--- src/verilog/hboa_pkg.sv ---
package hboa_pkg;

  // ****************************************************************
  // Ownership pin levels (all active low)
  // ****************************************************************
  localparam logic PIN_ACTIVE = 1'h0;
  localparam logic PIN_IDLE = 1'h1;

  // ****************************************************************
  // Round-robin winners
  // ****************************************************************
  localparam logic WIN_INTERNAL = 1'h0;
  localparam logic WIN_CHAIN = 1'h1;

  // Default number of owned cycles that make one cache-line transfer
  localparam int LINE_BEATS = 4;

  typedef enum logic [2:0] {
    ST_IDLE,
    ST_REQUEST,
    ST_OWN_INTERNAL,
    ST_OWN_CHAIN,
    ST_RELEASE
  } hboa_state_type;

  // Raw active-low pins from the far side, as one bundle
  typedef struct packed {
    logic bus_grant_in_n;
    logic release_request_in_n;
    logic chain_request_in_n;
  } hboa_pins_type;

endpackage : hboa_pkg

--- src/verilog/hboa_arbiter.sv ---
`timescale 1ns/1ps

// Notes on behaviour
// - Request the bus when DMA, direct-slave or the chained device needs it.
// - Start asserting the bus request only while grant is inactive.
// - On grant, run our own transaction or pass grant to chained device.
// - Release request low while owning: give up at line end, or at a cycle end with no further internal need.
// - Chained request low makes us request the bus on its behalf.
// - Round-robin between internal and chained; chain grant only when chained wins.
module hboa_arbiter #(
  parameter int LINE_BEATS = hboa_pkg::LINE_BEATS
) (
  // Clock and reset
  input wire logic ref_clk,
  input wire logic rst,
  // Local-bus ownership pins, active low
  output logic bus_request_out_n,
  input wire logic bus_grant_in_n,
  input wire logic release_request_in_n,
  input wire logic chain_request_in_n,
  output logic chain_grant_out_n,
  // Internal engines (same clock, active high)
  input wire logic dma_need,
  input wire logic slave_need,
  input wire logic cycle_done,
  output logic internal_grant,
  output logic chain_owns,
  output logic release_pending
);

  // ****************************************************************
  // Pin synchronisation
  // ****************************************************************
  hboa_pkg::hboa_pins_type pins_raw;
  hboa_pkg::hboa_pins_type pins;

  assign pins_raw = '{bus_grant_in_n, release_request_in_n, chain_request_in_n};

  hboa_sync #(
    .WIDTH(3),
    .IDLE(3'h7)
  ) u_sync (
    .ref_clk(ref_clk),
    .rst(rst),
    .din(pins_raw),
    .dout(pins)
  );

  // ****************************************************************
  // Decode
  // ****************************************************************
  wire granted = (pins.bus_grant_in_n == hboa_pkg::PIN_ACTIVE);
  wire chain_req = (pins.chain_request_in_n == hboa_pkg::PIN_ACTIVE);
  wire release_req = (pins.release_request_in_n == hboa_pkg::PIN_ACTIVE);
  wire internal_req = dma_need | slave_need;
  wire any_req = internal_req | chain_req;

  // Last winner steers who goes first when both want the bus
  logic last_winner;
  wire pick_chain = chain_req & (~internal_req | (last_winner == hboa_pkg::WIN_INTERNAL));

  localparam int BW = $clog2(LINE_BEATS + 1);
  logic [BW-1:0] beats;
  logic release_seen;
  wire line_end = cycle_done & (beats == BW'(LINE_BEATS - 1));

  hboa_pkg::hboa_state_type state;
  hboa_pkg::hboa_state_type next_state;
  logic next_last_winner;

  // ****************************************************************
  // Next state
  // ****************************************************************
  always_comb
  begin
    next_state = state;
    next_last_winner = last_winner;
    unique case (state)
      hboa_pkg::ST_IDLE:
      begin
        // Only start a request while grant is idle, so a stale grant is not taken
        if (any_req && !granted)
        begin
          next_state = hboa_pkg::ST_REQUEST;
        end
      end
      hboa_pkg::ST_REQUEST:
      begin
        if (!any_req)
        begin
          next_state = hboa_pkg::ST_RELEASE;
        end
        else if (granted)
        begin
          if (pick_chain)
          begin
            next_state = hboa_pkg::ST_OWN_CHAIN;
            next_last_winner = hboa_pkg::WIN_CHAIN;
          end
          else
          begin
            next_state = hboa_pkg::ST_OWN_INTERNAL;
            next_last_winner = hboa_pkg::WIN_INTERNAL;
          end
        end
      end
      hboa_pkg::ST_OWN_INTERNAL:
      begin
        // Hand over only at a cycle boundary or line boundary
        if (release_seen && (line_end || (cycle_done && !internal_req)))
        begin
          next_state = hboa_pkg::ST_RELEASE;
        end
        else if (cycle_done && (!internal_req || chain_req))
        begin
          if (chain_req)
          begin
            next_state = hboa_pkg::ST_OWN_CHAIN;
            next_last_winner = hboa_pkg::WIN_CHAIN;
          end
          else
          begin
            next_state = hboa_pkg::ST_RELEASE;
          end
        end
      end
      hboa_pkg::ST_OWN_CHAIN:
      begin
        // Chain grant is held until the chained device lets go
        if (!chain_req)
        begin
          if (internal_req && !release_seen)
          begin
            next_state = hboa_pkg::ST_OWN_INTERNAL;
            next_last_winner = hboa_pkg::WIN_INTERNAL;
          end
          else
          begin
            next_state = hboa_pkg::ST_RELEASE;
          end
        end
      end
      hboa_pkg::ST_RELEASE:
      begin
        // Wait for the host to drop grant before any new request
        if (!granted)
        begin
          next_state = hboa_pkg::ST_IDLE;
        end
      end
    endcase
  end

  // ****************************************************************
  // State, winner, beat count, release latch
  // ****************************************************************
  wire owning = (state == hboa_pkg::ST_OWN_INTERNAL);
  wire leaving = (next_state == hboa_pkg::ST_RELEASE) || (next_state == hboa_pkg::ST_IDLE);

  always_ff @(posedge ref_clk or posedge rst)
  begin
    if (rst)
    begin
      state <= hboa_pkg::ST_IDLE;
      last_winner <= hboa_pkg::WIN_INTERNAL;
    end
    else
    begin
      state <= next_state;
      last_winner <= next_last_winner;
    end
  end

  always_ff @(posedge ref_clk or posedge rst)
  begin
    if (rst)
    begin
      beats <= '0;
    end
    else if (!owning || line_end)
    begin
      beats <= '0;
    end
    else if (cycle_done)
    begin
      beats <= beats + BW'(1);
    end
  end

  // Release request is latched; a new low level wins over the clear on exit
  always_ff @(posedge ref_clk or posedge rst)
  begin
    if (rst)
    begin
      release_seen <= 1'b0;
    end
    else if (release_req && state != hboa_pkg::ST_IDLE)
    begin
      release_seen <= 1'b1;
    end
    else if (leaving)
    begin
      release_seen <= 1'b0;
    end
  end

  // ****************************************************************
  // Pin outputs, registered
  // ****************************************************************
  wire next_req_active = (next_state == hboa_pkg::ST_REQUEST)
                      || (next_state == hboa_pkg::ST_OWN_INTERNAL)
                      || (next_state == hboa_pkg::ST_OWN_CHAIN);

  always_ff @(posedge ref_clk or posedge rst)
  begin
    if (rst)
    begin
      bus_request_out_n <= hboa_pkg::PIN_IDLE;
      chain_grant_out_n <= hboa_pkg::PIN_IDLE;
    end
    else
    begin
      bus_request_out_n <= next_req_active ? hboa_pkg::PIN_ACTIVE : hboa_pkg::PIN_IDLE;
      chain_grant_out_n <= (next_state == hboa_pkg::ST_OWN_CHAIN)
                           ? hboa_pkg::PIN_ACTIVE : hboa_pkg::PIN_IDLE;
    end
  end

  assign internal_grant = owning;
  assign chain_owns = (state == hboa_pkg::ST_OWN_CHAIN);
  assign release_pending = release_seen;

endmodule : hboa_arbiter

--- src/verilog/hboa_sync.sv ---
`timescale 1ns/1ps

// ****************************************************************
// Three-stage synchroniser; a change counts once stages two and three agree
// ****************************************************************
module hboa_sync #(
  parameter int WIDTH = 3,
  parameter logic [WIDTH-1:0] IDLE = '1
) (
  // Clock and reset
  input wire logic ref_clk,
  input wire logic rst,
  // Data
  input wire logic [WIDTH-1:0] din,
  output logic [WIDTH-1:0] dout
);

  logic [WIDTH-1:0] stage1;
  logic [WIDTH-1:0] stage2;
  logic [WIDTH-1:0] stage3;
  logic [WIDTH-1:0] next_dout;

  // Hold the last agreed level while the two late stages still differ
  genvar i;
  generate
    for (i = 0; i < WIDTH; i++)
    begin : g_bit
      assign next_dout[i] = (stage2[i] == stage3[i]) ? stage3[i] : dout[i];
    end
  endgenerate

  // Reset to the idle pin levels so that no false edge follows reset
  always_ff @(posedge ref_clk or posedge rst)
  begin
    if (rst)
    begin
      stage1 <= IDLE;
      stage2 <= IDLE;
      stage3 <= IDLE;
      dout <= IDLE;
    end
    else
    begin
      stage1 <= din;
      stage2 <= stage1;
      stage3 <= stage2;
      dout <= next_dout;
    end
  end

endmodule : hboa_sync
--- config.mk ---
export PLATFORM = sky130hd
export DESIGN_NAME = hboa_arbiter
export DESIGN_NICKNAME = d
export VERILOG_FILES = /design/src/verilog/hboa_pkg.sv /design/src/verilog/hboa_arbiter.sv /design/src/verilog/hboa_sync.sv
export SDC_FILE = /design/constraint.sdc
export NUM_CORES = 1
export LEC_CHECK = 0
export BUFFER_PORTS_ARGS = -buffer_cell sky130_fd_sc_hd__clkbuf_2
export CAP_MARGIN = 20
export CELL_PAD_IN_SITES_DETAIL_PLACEMENT = 1
export CELL_PAD_IN_SITES_GLOBAL_PLACEMENT = 2
export CORE_ASPECT_RATIO = 1.25
export CORE_MARGIN = 1.5
export CORE_UTILIZATION = 36
export CTS_CLUSTER_DIAMETER = 50
export CTS_CLUSTER_SIZE = 40
export DETAILED_ROUTE_END_ITERATION = 8
export PLACE_DENSITY_LB_ADDON = 0.1
export SKIP_LAST_GASP = 1
export SYNTH_ARGS = -nofsm -noshare
export SYNTH_HDL_FRONTEND = slang
export SYNTH_SLANG_ARGS = --single-unit
--- constraint.sdc ---
create_clock -name ref_clk -period 2.25 [get_ports ref_clk]
set_clock_uncertainty 0.15 [all_clocks]
set_input_delay 0.1125 -clock ref_clk [delete_from_list [all_inputs] [get_ports ref_clk]]
set_output_delay 0.1125 -clock ref_clk [all_outputs]
set_load 0.05 [all_outputs]
==> results_tabular.tex <==
\begin{tabular}{lr}
\hline
Metric & Value \\
\hline
\multicolumn{2}{l}{\textbf{Finish}} \\
\quad Count of filler cells inserted in the layout & 361 \\
\quad NumNets Final & roughly 130 \\
\quad Area growth from synthesis to final layout & 16.6\% \\
\quad Leading cell type in the layout, fill and taps excluded & sky130\_fd\_sc\_hd\_\_dfstp\_2 \\
\quad Most frequent cells in the layout & sky130\_fd\_sc\_hd\_\_dfstp\_2, sky130\_fd\_sc\_hd\_\_clkbuf\_2, sky130\_fd\_sc\_hd\_\_nor2\_1, sky130\_fd\_sc\_hd\_\_dfrtp\_1, sky130\_fd\_sc\_hd\_\_inv\_1 \\
\quad Area taken by flip-flops and latches & between 500 and 600 µm² \\
\quad Share of post-route cells with drive strength above 1 & 0.339 \\
\quad Final instance area & 1260 µm² \\
\quad Antenna fix cells & 0 \\
\quad Area of the multi-input gates & between 400 and 500 µm² \\
\multicolumn{2}{l}{\textbf{Pwr}} \\
\quad Register share of total power & 0.390 \\
\quad Combinational group share of total power & 0.409 \\
\quad Psw & 612 µW \\
\quad Leakage power figure & 0.535 nW \\
\quad Clock Power Share & 0.200 \\
\quad Worst-case vdd ir drop & 0.465 mV \\
\quad Switching Fraction & 0.406 \\
\quad Int Pwr & between 800 and 900 µW \\
\quad Overall power after layout & 1.51 mW \\
\quad Pwr/cell area & about 1200 nW/µm² \\
\multicolumn{2}{l}{\textbf{STA}} \\
\quad Period minus WS final & between 1.5 and 2 ns \\
\quad Timing-limited maximum frequency & between 500 and 600 MHz \\
\quad Sum of negative setup slack & 0 ns \\
\quad Max-Slew Margin vs Limit & 0.483 \\
\quad Number of endpoints failing setup at the final stage & 0 \\
\quad Final number of hold-violating endpoints & 0 \\
\quad Post-route fraction of the period consumed by the critical path & 0.885 \\
\quad Actual slew at the worst max-slew pin & between 0.7 and 0.8 ns \\
\quad Final count of pins violating max slew & 0 \\
\quad Setup repair after global routing missed its margin & no \\
\multicolumn{2}{l}{\textbf{Synth}} \\
\quad Register bit count reported by yosys & 22 \\
\quad Share of synthesized flip-flops with an asynchronous set or reset & 1.00 \\
\quad Cell taking the most area after synthesis & sky130\_fd\_sc\_hd\_\_dfstp\_2 \\
\quad Synthesized Nets & $\sim$110 \\
\quad Number of enable flip-flop cells after synthesis & 0 \\
\quad Average instance area after synthesis & approximately 11 µm² \\
\quad Yosys warning count & 0 \\
\quad Post-synthesis cell area & 1080 µm² \\
\quad Top cells by area, synth & sky130\_fd\_sc\_hd\_\_dfstp\_2, sky130\_fd\_sc\_hd\_\_dfrtp\_1, sky130\_fd\_sc\_hd\_\_maj3\_1, sky130\_fd\_sc\_hd\_\_nor2\_1, sky130\_fd\_sc\_hd\_\_inv\_1 \\
\quad Area share of the leading cell type in the synthesized netlist & 0.339 \\
\quad Post-synth cell types & 42 \\
\quad Sequential share of the synthesized area & 0.524 \\
\quad Most frequently used flop master after synthesis & sky130\_fd\_sc\_hd\_\_dfstp\_2 \\
\quad Cells after synthesis & around 100 \\
\multicolumn{2}{l}{\textbf{Floorplan}} \\
\quad Die Area & roughly 3400 µm² \\
\quad Num rows & 22 \\
\quad Boundary pin count & 13 \\
\quad Core Region & a little under 3000 µm² \\
\quad Die Width & $\sim$52 µm \\
\quad Vert. Die Dim & around 64 µm \\
\quad Starting utilization of the core area & 0.372 \\
\multicolumn{2}{l}{\textbf{Clock tree}} \\
\quad Sinks on the clock net & 22 \\
\quad Number of resized instances in the post-cts repair step & 0 \\
\quad Htree depth & 1 \\
\quad CTS tree & done \\
\quad Clock latency on the worst-skew pair & approximately 0.31 ns \\
\quad Number of buffers added by the clock tree synthesis step & 3 \\
\quad Post-cts hold buffer count & 4 \\
\quad Post-CTS clock slew at the launch and capture registers of the worst setup and hold paths & roughly 0.13 ns \\
\quad Setup fix buffers added after clock tree synthesis & 0 \\
\quad Clock root cell & sky130\_fd\_sc\_hd\_\_clkbuf\_4 \\
\quad Number of buffers on the longest clock path & 2 \\
\multicolumn{2}{l}{\textbf{Worst setup path}} \\
\quad Setup crit start kind & register \\
\quad WS Path Type & register to output pin \\
\quad Maximum fanout along the worst path & 10 \\
\quad Critical path's largest stage delay & between 0.5 and 0.6 ns \\
\quad Category of the worst setup path capture point & output pin \\
\quad Critical path cell sequence & inv\_2 > or3\_4 > clkinv\_4 > clkbuf\_2 \\
\quad Reg-to-reg setup timing slack & $\sim$0.31 ns \\
\quad Critical Path Slowest Stage Cell & sky130\_fd\_sc\_hd\_\_dfrtp\_1 \\
\quad Arrival time worst endpoint & about 1.7 ns \\
\quad Buffers and inverters on the worst path & 3 \\
\quad Worst EP required & about 2.0 ns \\
\quad Kind of cell with the highest combined delay on the critical path & flip-flops \\
\multicolumn{2}{l}{\textbf{Routing}} \\
\quad Number of detailed-route iterations in the first pass & 4 \\
\quad Number of remaining DRC errors & 0 \\
\quad Final ANT Viol Nets & 0 \\
\quad Detailed Route Iter0 Violations & 11 \\
\quad Total routed wirelength & around 2300 µm \\
\quad Average via count per standard cell & about 5.4 \\
\quad Drt wl/cell & between 15 and 20 µm \\
\quad Count of vias placed by the detailed router & just over 800 \\
\multicolumn{2}{l}{\textbf{Min path}} \\
\quad Class of the worst hold path & primary input to register \\
\multicolumn{2}{l}{\textbf{Global routing}} \\
\quad Largest net degree at the start of global routing & 23 \\
\quad GR Overflow Total & 0 \\
\quad Initial antenna violation count & 0 \\
\quad Vias in the first global route & $\sim$870 \\
\quad Total track usage & 0.158 \\
\quad First-pass GRT wire length & between 3000 and 4000 µm \\
\multicolumn{2}{l}{\textbf{Place}} \\
\quad Placed wire-length estimate & 1710 µm \\
\quad Weighted congestion reported at the end of routability-driven placement & $\sim$0.85 \\
\quad Cell area after placement & $\sim$1200 µm² \\
\quad Port bufs & 12 \\
\multicolumn{2}{l}{\textbf{Flow run}} \\
\quad Max-cap check violation count & 0 \\
\multicolumn{2}{l}{\textbf{Outcome}} \\
\quad Run status & complete, no violations \\
\hline
\end{tabular}
## sequential cells by signal (all words and copies together) (netlist names)
register / cells
release_pending: 1
u_sync.stage3: 3
state: 3
chain_grant_out_n: 1
bus_request_out_n: 1
u_sync.stage2: 3
beats: 3
u_sync.dout: 3
u_sync.stage1: 3
last_winner: 1
## through the flow
step / util / worst slack, ns / hold WS, ns / std cells
2_1_floorplan: - / 0.334 / -0.0587 / 98
3_3_place_gp: 0.402 / 0.317 / 0.0505 / 143
3_5_place_dp: 0.402 / 0.340 / 0.0522 / 143
4_1_cts: 0.434 / 0.257 / 0.0187 / 151
5_1_grt: 0.434 / 0.181 / 0.0367 / 151
6_report: 0.434 / 0.260 / 0.0292 / 151
## synthesized netlist by cell type (2+ instances only)
cell type	instances
sky130_fd_sc_hd__dfstp_2	14
sky130_fd_sc_hd__dfrtp_1	8
sky130_fd_sc_hd__nor2_1	8
sky130_fd_sc_hd__inv_1	7
sky130_fd_sc_hd__nand2_1	5
sky130_fd_sc_hd__a21oi_1	4
sky130_fd_sc_hd__maj3_1	3
sky130_fd_sc_hd__nand2b_1	3
sky130_fd_sc_hd__nand3_1	3
sky130_fd_sc_hd__a211oi_1	2
sky130_fd_sc_hd__buf_2	2
sky130_fd_sc_hd__ha_1	2
sky130_fd_sc_hd__mux2i_1	2
sky130_fd_sc_hd__nand3b_1	2
sky130_fd_sc_hd__nor3_1	2
sky130_fd_sc_hd__nor3b_1	2
sky130_fd_sc_hd__o211ai_1	2
sky130_fd_sc_hd__o21a_1	2
sky130_fd_sc_hd__or3b_1	2
## layout make-up
class	instances	share of cell area
flip-flops and latches	22	0.449
inverters	9	0.0307
clock buffers	3	0.0178
well taps	36	0.0356
repair buffers	18	0.0910
multi-input cells	62	0.352
clock inverters	1	0.0237
## worst register-to-register path, cell delays in order (launching register included)
cell and delay (ns):
sky130_fd_sc_hd__dfrtp_1 0.56, sky130_fd_sc_hd__inv_2 0.11, sky130_fd_sc_hd__or3_4 0.40, sky130_fd_sc_hd__clkinv_4 0.08
sky130_fd_sc_hd__o311ai_4 0.09, sky130_fd_sc_hd__o31ai_2 0.10, sky130_fd_sc_hd__nor3b_1 0.08, sky130_fd_sc_hd__a221o_1 0.26
## final timing paths
check | start | endpoint | cells past startpoint
setup / recovery | state[1]$_DFF_PP0_ | internal_grant | 4
hold / removal | cycle_done | beats[1]$_DFFE_PP0P_ | 3
setup reg to reg | state[1]$_DFF_PP0_ | release_pending$_DFFE_PP0P_ | 7
hold reg to reg | u_sync.stage1[0]$_DFF_PP1_ | u_sync.stage2[0]$_DFF_PP1_ | 0
max in group asynchronous | rst | state[0]$_DFF_PP0_ | 3
min in group asynchronous | rst | last_winner$_DFFE_PP0P_ | 3
## layer usage
layer	share of wire	GRT usage	vias up
met2	0.54	0.272	7
met1	0.43	0.184	416
met5	0	0	-
met4	0.0074	0.0724	0
li1	-	-	385
met3	0.014	0.0280	2
## power by group through the flow
stage               sequential (mW)  combinational (mW)  clock [mW]
floorplan                     0.615               0.459           0
global placement              0.592               0.613           0
detailed placement            0.593               0.613           0
CTS                           0.587               0.622       0.314
global route                  0.598               0.677       0.324
finish                        0.589               0.618       0.302
## cell families (layout without fill, tap and decap cells)
| kind of cell | Yosys count | in the layout | synth area share |
|---|---|---|---|
| AO/OA/AOI/OAI | 24 | 24 | 0.185 |
| multiplexers | 2 | 2 | 0.0185 |
| adder cells (fa/ha/maj) | 5 | 5 | 0.0507 |
| AND/OR/NAND/NOR | 31 | 31 | 0.157 |
| flip-flops | 22 | 22 | 0.524 |
| buffers and inverters | 14 | 31 | 0.0657 |
No activity file was read; power rests on OpenSTA's default activity.
